==> config.mk <==
export PLATFORM = sky130hd
export DESIGN_NAME = t1l_neg_resolve
export DESIGN_NICKNAME = d
export VERILOG_FILES = /design/src/t1l_neg_pkg.sv /design/src/t1l_neg_resolve.sv
export SDC_FILE = /design/constraint.sdc
export NUM_CORES = 1
export LEC_CHECK = 0
export ABC_CLOCK_PERIOD_IN_PS = 5130
export BUFFER_PORTS_ARGS = -buffer_cell sky130_fd_sc_hd__buf_2
export CORE_UTILIZATION = 45
export DETAILED_ROUTE_END_ITERATION = 12
export GPL_TIMING_DRIVEN = 0
export PLACE_DENSITY = 0.85
export RECOVER_POWER = 25
export REMOVE_ABC_BUFFERS = 1
export SLEW_MARGIN = 20
export SYNTH_ARGS = -nofsm -noshare
export SYNTH_HDL_FRONTEND = slang
export SYNTH_SLANG_ARGS = --single-unit
==> constraint.sdc <==
create_clock -name SYS_CLK -period 5.13 [get_ports SYS_CLK]
set_clock_uncertainty 0.05 [all_clocks]
set_input_delay 0 -clock SYS_CLK [delete_from_list [all_inputs] [get_ports SYS_CLK]]
set_output_delay 0 -clock SYS_CLK [all_outputs]
set_load 0.1 [all_outputs]
==> src/t1l_neg_pkg.sv <==
package t1l_neg_pkg;

    // register offsets (byte addresses, one word each)
    localparam logic [7:0] ADDR_NEG_CTRL   = 8'h00;
    localparam logic [7:0] ADDR_NEG_ADV    = 8'h04;
    localparam logic [7:0] ADDR_NEG_RESULT = 8'h08;
    localparam logic [7:0] ADDR_IRQ_STAT0  = 8'h0c;
    localparam logic [7:0] ADDR_IRQ_STAT1  = 8'h10;
    localparam logic [7:0] ADDR_IRQ_MASK   = 8'h14;
    localparam logic [7:0] ADDR_RESET_CTRL = 8'h18;

    // negotiation control fields
    localparam int CTRL_NEG_EN_BIT   = 0;
    localparam int CTRL_RESTART_BIT  = 1;
    localparam int CTRL_ROLE_PREF    = 2;
    // advertisement fields
    localparam int ADV_HI_ABL_BIT    = 0;
    localparam int ADV_HI_REQ_BIT    = 1;
    // reset control fields (self clearing)
    localparam int RST_MAC_BIT       = 0;
    localparam int RST_PHY_BIT       = 1;
    localparam int RST_SOFT_BIT      = 2;

    // interrupt sources, one bit each
    localparam int IRQ_W             = 6;
    localparam int IRQ_LINK          = 0;
    localparam int IRQ_RX_AVAIL      = 1;
    localparam int IRQ_TX_DONE       = 2;
    localparam int IRQ_TS_CAPT       = 3;
    localparam int IRQ_OP_ERR        = 4;
    localparam int IRQ_PHY_EVT       = 5;
    localparam logic [IRQ_W-1:0] IRQ_MASK_RST = 6'h00;

    // local resets last about 1.2 us
    localparam real SUB_RESET_NS     = 1200.0;
    localparam real CLK_PERIOD_NS    = 5.0;
    localparam int  SUB_RESET_CYC    = int'(SUB_RESET_NS / CLK_PERIOD_NS);
    localparam int  RCNT_W           = 9;

    typedef enum logic [1:0] {
        NEG_IDLE  = 2'b00,
        NEG_PAGE  = 2'b01,
        NEG_DONE  = 2'b10
    } neg_state_t;

    // partner page as received
    typedef struct packed {
        logic hi_abl;
        logic hi_req;
        logic leader;
        logic forced;
    } page_t;

    // negotiated outcome
    typedef struct packed {
        logic done;
        logic hi_level;
        logic leader;
    } result_t;

endpackage : t1l_neg_pkg

==> src/t1l_neg_resolve.sv <==
`timescale 1ns/1ps
// Summary of operation
// - high-level mode can run 2.4 V or 1.0 V, chosen by negotiation
// - amplitude mode and advertised level defaults come from latched strap
// - strap low (pull-down default) selects high-level mode
// - role preference bit: 0 prefers follower, 1 prefers leader
// - role bit sets role only with negotiation off; else negotiation owns it
// - advertise own abilities, compare with partner, settle level and role
// - a dropped link restarts negotiation without software
// - writing the restart bit restarts negotiation
// - negotiation is enabled after reset
// - 2.4 V only if both able and at least one requests
// - ability bit 0 means no advertisement and 1.0 V always
// - with negotiation off the role strap gives the default role
// - local prefers follower, partner leader: local follower
// - partner prefers or forces follower: local leader
// - active-low interrupt for any enabled source
// - MAC in reset drives serial data out and timer pin low
// - every reset type brings the logic to a known state
module t1l_neg_resolve
    import t1l_neg_pkg::*;
#(
    parameter int RESET_CYCLES = SUB_RESET_CYC
) (
    // clock and reset
    input  wire logic             SYS_CLK,
    input  wire logic             RST_N,
    // register port
    input  wire logic [7:0]       REG_ADDR,
    input  wire logic [31:0]      REG_WDATA,
    input  wire logic             REG_WR,
    input  wire logic             REG_RD,
    output logic      [31:0]      REG_RDATA,
    // straps, sampled after reset release and again on each soft reset
    input  wire logic             HIGH_LEVEL_TX_STRAP,
    input  wire logic             ROLE_SELECT_STRAP,
    // link partner page exchange
    input  wire logic             PAGE_VALID,
    input  wire page_t            PAGE_RX,
    output page_t                 PAGE_TX,
    output logic                  NEG_BUSY,
    input  wire logic             LINK_UP,
    // outcome to the transmitter
    output logic                  TX_HIGH_LEVEL,
    output logic                  ROLE_LEADER,
    // event sources from mac and phy
    input  wire logic [IRQ_W-1:0] EVENT_IN,
    output logic                  INT_N,
    // mac-reset pin effects
    input  wire logic             SPI_SDO_IN,
    input  wire logic             TIMESTAMP_TIMER_OUT_IN,
    output logic                  SPI_SDO,
    output logic                  TIMESTAMP_TIMER_OUT,
    output logic                  MAC_RESET,
    output logic                  PHY_RESET
);

    initial begin
        if (RESET_CYCLES < 1 || RESET_CYCLES >= (1 << RCNT_W))
            $error("RESET_CYCLES out of range");
    end

    logic             strap_done;
    logic             hi_mode;
    logic             neg_en;
    logic             role_pref;
    logic             hi_abl;
    logic             hi_req;
    logic             restart_req;
    neg_state_t       state;
    result_t          res;
    logic             link_q;
    logic [IRQ_W-1:0] stat;
    logic [IRQ_W-1:0] mask;
    logic [RCNT_W-1:0] mac_cnt;
    logic [RCNT_W-1:0] phy_cnt;
    logic             soft_rst;

    // decode
    wire sel_ctrl  = REG_ADDR == ADDR_NEG_CTRL;
    wire sel_adv   = REG_ADDR == ADDR_NEG_ADV;
    wire sel_res   = REG_ADDR == ADDR_NEG_RESULT;
    wire sel_st0   = REG_ADDR == ADDR_IRQ_STAT0;
    wire sel_st1   = REG_ADDR == ADDR_IRQ_STAT1;
    wire sel_mask  = REG_ADDR == ADDR_IRQ_MASK;
    wire sel_rst   = REG_ADDR == ADDR_RESET_CTRL;
    wire wr_ctrl   = REG_WR && sel_ctrl;
    wire wr_adv    = REG_WR && sel_adv;
    wire wr_rst    = REG_WR && sel_rst;
    wire wr_restart = wr_ctrl && REG_WDATA[CTRL_RESTART_BIT];
    wire link_drop = link_q && !LINK_UP;
    wire phy_held  = phy_cnt != '0;
    wire mac_held  = mac_cnt != '0;
    wire local_rst = soft_rst || phy_held;

    // partner and local ability combine
    wire adv_abl   = hi_mode && hi_abl;
    wire both_abl  = adv_abl && PAGE_RX.hi_abl;
    wire any_req   = hi_req || PAGE_RX.hi_req;
    wire next_hi   = both_abl && any_req;
    // partner follower -> we lead; we prefer follower and it leads -> follow
    wire next_lead = !PAGE_RX.leader ? 1'b1 :
                     (role_pref && !PAGE_RX.forced);

    // strap latch: clocked capture after release, low strap = high mode
    always_ff @(posedge SYS_CLK or negedge RST_N) begin
        if (!RST_N) begin
            strap_done <= 1'b0;
            hi_mode    <= 1'b1;
        end else if (!strap_done || soft_rst) begin
            strap_done <= 1'b1;
            hi_mode    <= !HIGH_LEVEL_TX_STRAP;
        end
    end

    // control bits
    always_ff @(posedge SYS_CLK or negedge RST_N) begin
        if (!RST_N) begin
            neg_en    <= 1'b1;
            role_pref <= 1'b0;
            hi_abl    <= 1'b1;
            hi_req    <= 1'b1;
        end else if (!strap_done || soft_rst) begin
            neg_en    <= 1'b1;
            role_pref <= ROLE_SELECT_STRAP;
            hi_abl    <= !HIGH_LEVEL_TX_STRAP;
            hi_req    <= !HIGH_LEVEL_TX_STRAP;
        end else begin
            if (wr_ctrl) begin
                neg_en <= REG_WDATA[CTRL_NEG_EN_BIT];
                if (!REG_WDATA[CTRL_NEG_EN_BIT] || !neg_en)
                    role_pref <= REG_WDATA[CTRL_ROLE_PREF];
            end
            if (wr_adv) begin
                hi_abl <= REG_WDATA[ADV_HI_ABL_BIT];
                hi_req <= REG_WDATA[ADV_HI_REQ_BIT];
            end
            if (state == NEG_PAGE && PAGE_VALID && neg_en)
                role_pref <= next_lead;
        end
    end

    // negotiation sequence
    always_ff @(posedge SYS_CLK or negedge RST_N) begin
        if (!RST_N) begin
            state       <= NEG_IDLE;
            res         <= '0;
            link_q      <= 1'b0;
            restart_req <= 1'b0;
        end else if (local_rst) begin
            state       <= NEG_IDLE;
            res         <= '0;
            link_q      <= 1'b0;
            restart_req <= 1'b0;
        end else begin
            link_q      <= LINK_UP;
            restart_req <= wr_restart || link_drop;
            case (state)
                NEG_IDLE: begin
                    if (neg_en && strap_done)
                        state <= NEG_PAGE;
                    else if (!neg_en) begin
                        res.done     <= 1'b0;
                        res.hi_level <= 1'b0;
                        res.leader   <= role_pref;
                    end
                end
                NEG_PAGE: begin
                    if (!neg_en)
                        state <= NEG_IDLE;
                    else if (PAGE_VALID) begin
                        res.done     <= 1'b1;
                        res.hi_level <= next_hi;
                        res.leader   <= next_lead;
                        state        <= NEG_DONE;
                    end
                end
                NEG_DONE: begin
                    if (restart_req || !neg_en) begin
                        res.done <= 1'b0;
                        state    <= NEG_IDLE;
                    end
                end
                default: state <= NEG_IDLE;
            endcase
        end
    end

    assign PAGE_TX.hi_abl = adv_abl;
    assign PAGE_TX.hi_req = adv_abl && hi_req;
    assign PAGE_TX.leader = role_pref;
    assign PAGE_TX.forced = 1'b0;
    assign NEG_BUSY       = state == NEG_PAGE;
    assign TX_HIGH_LEVEL  = res.hi_level;
    assign ROLE_LEADER    = res.leader;

    // sticky status, set wins over read clear
    wire rd_clear = REG_RD && (sel_st0 || sel_st1);
    always_ff @(posedge SYS_CLK or negedge RST_N) begin
        if (!RST_N) begin
            stat <= '0;
            mask <= IRQ_MASK_RST;
        end else begin
            stat <= (rd_clear ? '0 : stat) | EVENT_IN;
            if (REG_WR && sel_mask)
                mask <= REG_WDATA[IRQ_W-1:0];
        end
    end
    assign INT_N = !(|(stat & mask));

    // local reset timers
    always_ff @(posedge SYS_CLK or negedge RST_N) begin
        if (!RST_N) begin
            mac_cnt  <= '0;
            phy_cnt  <= '0;
            soft_rst <= 1'b0;
        end else begin
            soft_rst <= wr_rst && REG_WDATA[RST_SOFT_BIT];
            if ((wr_rst && REG_WDATA[RST_MAC_BIT]) || soft_rst)
                mac_cnt <= RCNT_W'(RESET_CYCLES);
            else if (mac_held)
                mac_cnt <= mac_cnt - 1'b1;
            if ((wr_rst && REG_WDATA[RST_PHY_BIT]) || soft_rst)
                phy_cnt <= RCNT_W'(RESET_CYCLES);
            else if (phy_held)
                phy_cnt <= phy_cnt - 1'b1;
        end
    end

    wire mac_in_rst = !RST_N || mac_held;
    always_ff @(posedge SYS_CLK or negedge RST_N) begin
        if (!RST_N) begin
            SPI_SDO             <= 1'b0;
            TIMESTAMP_TIMER_OUT <= 1'b0;
        end else begin
            SPI_SDO             <= mac_in_rst ? 1'b0 : SPI_SDO_IN;
            TIMESTAMP_TIMER_OUT <= mac_in_rst ? 1'b0 : TIMESTAMP_TIMER_OUT_IN;
        end
    end
    assign MAC_RESET = mac_held;
    assign PHY_RESET = phy_held;

    // read mux; the two status words split the sources for the host
    wire [31:0] rd_ctrl = {29'h0, role_pref, 1'b0, neg_en};
    wire [31:0] rd_adv  = {30'h0, hi_req, adv_abl};
    wire [31:0] rd_res  = {28'h0, hi_mode, res.leader,
                           res.hi_level, res.done};
    wire [31:0] rd_st0  = {29'h0, stat[2:0]};
    wire [31:0] rd_st1  = {29'h0, stat[5:3]};
    wire [31:0] rd_msk  = {26'h0, mask};
    wire [31:0] rd_rst  = {30'h0, phy_held, mac_held};
    wire [31:0] rd_mux  = sel_ctrl ? rd_ctrl :
                          sel_adv  ? rd_adv  :
                          sel_res  ? rd_res  :
                          sel_st0  ? rd_st0  :
                          sel_st1  ? rd_st1  :
                          sel_mask ? rd_msk  :
                          sel_rst  ? rd_rst  : 32'h0;
    always_ff @(posedge SYS_CLK or negedge RST_N) begin
        if (!RST_N)
            REG_RDATA <= '0;
        else
            REG_RDATA <= REG_RD ? rd_mux : 32'h0;
    end

    // assertions
    a_neg_en_reset: assert property (@(posedge SYS_CLK) disable iff (!RST_N)
        $rose(strap_done) |-> neg_en)
        else $error("negotiation not enabled after reset");
    a_level_resolve: assert property (@(posedge SYS_CLK) disable iff (!RST_N)
        (state == NEG_PAGE && neg_en && PAGE_VALID && !local_rst) |=>
        TX_HIGH_LEVEL == $past(next_hi))
        else $error("wrong level resolved");
    a_abl_low_1v: assert property (@(posedge SYS_CLK) disable iff (!RST_N)
        (state == NEG_PAGE && neg_en && PAGE_VALID && !local_rst &&
         !PAGE_TX.hi_abl) |=> !TX_HIGH_LEVEL)
        else $error("high level without ability");
    a_follow_leader: assert property (@(posedge SYS_CLK) disable iff (!RST_N)
        (state == NEG_PAGE && neg_en && PAGE_VALID && !local_rst &&
         !role_pref && PAGE_RX.leader) |=> !ROLE_LEADER)
        else $error("should be follower");
    a_lead_follower: assert property (@(posedge SYS_CLK) disable iff (!RST_N)
        (state == NEG_PAGE && neg_en && PAGE_VALID && !local_rst &&
         !PAGE_RX.leader) |=> ROLE_LEADER)
        else $error("should be leader");
    a_link_restart: assert property (@(posedge SYS_CLK) disable iff (!RST_N)
        (state == NEG_DONE && link_drop && !local_rst && neg_en) |=>
        ##1 state == NEG_IDLE)
        else $error("no restart on link drop");
    a_sw_restart: assert property (@(posedge SYS_CLK) disable iff (!RST_N)
        (state == NEG_DONE && wr_restart && !local_rst && neg_en) |=>
        ##1 state == NEG_IDLE)
        else $error("no restart on write");
    a_int_level: assert property (@(posedge SYS_CLK) disable iff (!RST_N)
        (EVENT_IN & mask) != '0 |=> !INT_N)
        else $error("interrupt not raised");
    a_mac_pins_low: assert property (@(posedge SYS_CLK) disable iff (!RST_N)
        mac_held |=> (!SPI_SDO && !TIMESTAMP_TIMER_OUT))
        else $error("pins not low in mac reset");
    a_role_off: assert property (@(posedge SYS_CLK) disable iff (!RST_N)
        (state == NEG_IDLE && !neg_en && !local_rst) |=>
        ROLE_LEADER == $past(role_pref))
        else $error("role not from bit");

    c_neg_done: cover property (@(posedge SYS_CLK) disable iff (!RST_N)
        state == NEG_PAGE ##1 state == NEG_DONE);
    c_high_lvl: cover property (@(posedge SYS_CLK) disable iff (!RST_N)
        $rose(TX_HIGH_LEVEL));
    c_drop_rst: cover property (@(posedge SYS_CLK) disable iff (!RST_N)
        state == NEG_DONE && link_drop);
    c_mac_rst: cover property (@(posedge SYS_CLK) disable iff (!RST_N)
        $fell(mac_held));

endmodule : t1l_neg_resolve

== Yosys cells after proc, flatten, opt, wreduce, memory -nomap -nowiden ==
Cells that the tools add are included.
Word-level totals
  register bits: 52
  latch bits: 0
  bits in writable memories: 0
  bits in read-only memories: 0
  input port bits: 60
  output and inout port bits: 44
  word-level logic and storage cells: 134
  memories: 0
Operators by class
  add/sub/neg operators: 2
  multipliers: 0
  div/mod/pow operators: 0
  $lt $le $gt $ge: 0
  equality and inequality tests: 15
  shift-type cells: 0
  muxes and demuxes: 42
  bitwise operators: 2
  reduce and logical (&&, ||, !) cells: 53
Operators by type and width (count)
  6-bit 2-to-1 mux: 8
  9-bit 2-to-1 mux: 4
  8-bit by 5-bit equality test with 1-bit output (second input constant): 3
  1-bit logical AND: 18
  9-bit nonzero test: 2
  9-bit by 1-bit subtractor with 9-bit output (second input constant): 2
  8-bit by 4-bit equality test with 1-bit output (second input constant): 2
  1-bit 2-to-1 mux: 16
  3-bit 2-to-1 mux: 5
  2-bit 2-to-1 mux: 6
  3-bit inequality test (second input constant): 4
  1-bit logical OR: 10
  3-bit nonzero test: 3
  8-bit by 3-bit equality test with 1-bit output (second input constant): 1
  1-bit logical NOT: 8
  8-bit logical NOT: 1
  2-bit nonzero test: 4
  6-bit bitwise AND: 1
  6-bit OR: 1
  2-bit case mux with 3 select lines: 1
  6-bit AND reduction: 1
  6-bit OR reduction: 1
  5-bit AND reduction: 1
  4-bit by 3-bit inequality test with 1-bit output (second input constant): 1
  other kinds (10): 10

== Depth between registers and ports, before layout ==
  depth in word-level cells: 9
  mapped depth: 7
  gate-level depth less buffers: 7

== Least setup slack after synthesis ==
No wires, ideal clock.
  path type: reg2out
  start point: reg stat[4]
  end point: out INT_N
  arrival time: 2854 ps
  data required time: 5080 ps
  slack: 2226 ps
  stages on the path, launching flop included: 4
  buffers on the path: 0
  path through: dfrtp_1 > a22oi_1 > nand2_1 > a221oi_1
On the way
  word-level cells in the longest chain between the ends: 3
Ends and longest elaborated chain
  from (decl): line t1l_neg_resolve.sv:73  | logic [IRQ_W-1:0] stat;
  from (signal assigned): line t1l_neg_resolve.sv:204  | stat <= (rd_clear ? '0 : stat) | EVENT_IN;
  6-bit bitwise AND: line t1l_neg_resolve.sv:209  | assign INT_N = !(|(stat & mask));
  6-bit OR reduction: line t1l_neg_resolve.sv:209
  1-bit logical NOT: line t1l_neg_resolve.sv:209
  to (decl): line t1l_neg_resolve.sv:48  | output logic INT_N,
No other way between the ends.

==> reports/metrics.yaml <==
outcome:
  outcome: "complete, but fails checks"
  violations: "capacitance limit, slew limit"
synth:
  ys_types: 52
  async_flop_share_pct: 100
  syn-cell-area_um2: 2940
  ys.flop_type: "dfrtp_1"
  synth_edf_count: 0
  yosysWarnings: 0
  synthesis.instances: 303
  synth_seq_cells: 52
  avgSynthCellArea_um2: 9.69
  seq_area_frac_synth_pct: 44.5
power_and_ir_drop:
  clkPwrFrac_pct: 20.4
  combPwrFrac_pct: 33.0
  switching_share_pct: 40.0
  seqPwrFrac_pct: 46.6
  p_leak_uw: 0.00161
  totalPowerFinal_uw: 1180
  ir_drop_mv: 0.181
  internal_power_uw: 707
  power_density_nw_per_um2: 343
  p_sw_uw: 471
cts:
  cts_tree: "done"
  htreeDepth: 2
  post_cts_buffers: 0
  clock_sinks: 52
  cts_root_buffer: "clkbuf_8"
  clockBufferDepth: 2
  cts.clk_slew.worst_paths_ns: 0.10
  cts_buffers: 5
  clk_latency_ns: 0.30
global_routing:
  grt_pass1_vias: 2175
  grt_max_degree: 55
  grt_remaining_overflow: 0
  track_usage_pct: 19.3
  grt_pass1_wl_um: 9960
  antenna_found_initial: 0
finish:
  area_growth_pct: 16.9
  final_nets: 435
  fin_util_pct: 54.3
  antenna_cells: 0
  fill_cells: 571
  final_cell_mix: "buf_2, dfrtp_1, conb_1"
  final_common_cell: "buf_2"
  drive_gt1_share_pct: 21.2
  fin_area_um2: 3430
worst_setup_path:
  required_ns: 4.91
  r2r_cells: 6
  path_cells: "dlygate4sd3_1 > clkbuf_1"
  cp-start-kind: "input port"
  cp_top_family: "buffers and inverters"
  slowest_delay_ns: 1.94
  critPathMaxFanout: 54
  worstReg2RegStart: "mac_cnt[0]"
  cp_num_buf_inv: 2
  worstSetupEndpointType: "asynchronous set/reset pin"
  critPathKind: "in2async"
  reg2reg_to: "mac_cnt[1]"
  r2r_slack_ns: 2.78
  crit_path_top_delay_cell: "clkbuf_1"
  arrival_ns: 2.50
floorplanning:
  start_util_pct: 46.5
  ios: 104
  num_rows: 29
  die_area_um2: 6850
  die_h_um: 82.8
  core_area_um2: 6310
  die_w_um: 82.8
sta:
  worst_hold_slack_ns: 0.0340
  min_period_over_period_pct: 52.9
  setup_viol: 0
  period_minus_slack_ns: 2.72
  grt_setup_unrepaired: "no"
  finalHoldViolCount: 0
  max_freq_mhz: 368
  slew_headroom_pct: -84.0
  setup_tns_ns: 0
  worst_pin_slew_ns: 2.76
  drv_slew: 55
hold_path:
  min_from: "REG_ADDR[4]"
  hold_end: "REG_RDATA[1]"
  hold_depth: 3
  hold_path.class: "in2reg"
routing:
  wl_um: 6170
  ant_nets: 0
  via_count: 2416
  vias_per_cell: 5.38
  drc: 0
  wl_per_cell_um: 13.7
  drt_iter0_markers: 107
  dr.pass1.iters: 4
placed_design:
  routabilityCongestion: 0.886
  dp_hpwl_um: 4480
  dpl_cell_area_um2: 3140
  port-buffer-count: 50
job:
  drv_cap: 1
## timing repair
| item | CTS | global route |
|---|---|---|
| hold endpoints to repair | 77 | 0 |
| hold buffers | 20 | 0 |
| resized for setup | 0 | 0 |
## how the worst max path moves through the flow
stage	from	to	slack, ns	cells past startpoint
finish	RST_N	phy_cnt[4]	2.41	2
CTS	mac_cnt[0]	MAC_RESET	2.52	6
floorplan	stat[4]	INT_N	2.23	3
detailed placement	mac_cnt[0]	mac_cnt[1]	2.82	6
global placement	mac_cnt[0]	mac_cnt[1]	2.93	6
global route	RST_N	stat[5]	1.76	2
## cell families (layout without fill, tap and decap cells)
logic type	count (synthesis)	after routing	synth area share, %
AOI/OAI and AO/OA	62	62	14.3
xor gates and xnor gates	6	6	1.79
adders and majority gates	4	4	1.71
buffers and inverters	47	90	9.72
DFF	52	52	44.5
muxes	15	15	5.37
other	2	28	0.256
and+or+nand+nor	115	115	22.4
## synth_stat cells (3+ instances only)
master	n	area share [%]
and3_1	8	1.7
a21o_1	8	2.0
dfstp_2	4	3.6
nand2_1	22	2.8
o21ai_0	9	1.5
mux2_2	6	2.3
buf_4	29	7.4
nand3_1	11	1.9
nand3b_1	3	0.77
nor2_1	24	3.1
a21oi_1	20	3.4
nor2b_1	7	1.5
a211oi_1	7	1.8
a221oi_1	3	0.90
xnor2_1	5	1.5
nand2b_1	7	1.5
inv_1	12	1.5
nor3_1	7	1.2
or2_2	3	0.64
ha_1	4	1.7
clkbuf_1	6	0.77
dfrtp_1	48	41
mux2i_1	9	3.1
## through the flow
stage | std cells | setup slack [ns]
floorplan | 294 | 2.23
global placement | 421 | 2.93
detailed placement | 421 | 2.82
CTS | 449 | 2.52
global route | 449 | 1.76
finish | 449 | 2.41
## routing by layer
metal	part of all wire, %	GRT usage, %	vias to the layer above
li1	-	-	1161
met1	44	25.5	1164
met2	49	31.9	83
met3	5.8	3.74	8
met4	1.0	5.69	0
met5	0	0	-
## cell type report
| class | instances | area [um2] | share of cell area, % |
|---|---|---|---|
| tap | 77 | 96.3 | 2.81 |
| sequential | 52 | 1310 | 38.1 |
| multi-input combinational | 230 | 1440 | 42.0 |
| clock buffer | 5 | 68.8 | 2.01 |
| timing repair buffer | 70 | 449 | 13.1 |
| inverter | 12 | 45.0 | 1.31 |
| clock inverter | 3 | 23.8 | 0.693 |
## state kept, by name (all words and copies together) (netlist names), 2 cells and up
signal and count:
REG_RDATA 6, mac_cnt 9, mask 6, phy_cnt 9
stat 6, state 2
## power groups by stage
stage	clock (uW)	sequential [uW]	combinational, uW
finish	241	548	389
global route	264	557	431
CTS	246	547	391
detailed placement	0	554	379
global placement	0	550	367
floorplan	0	546	303
(Power assumes the default switching activity.)
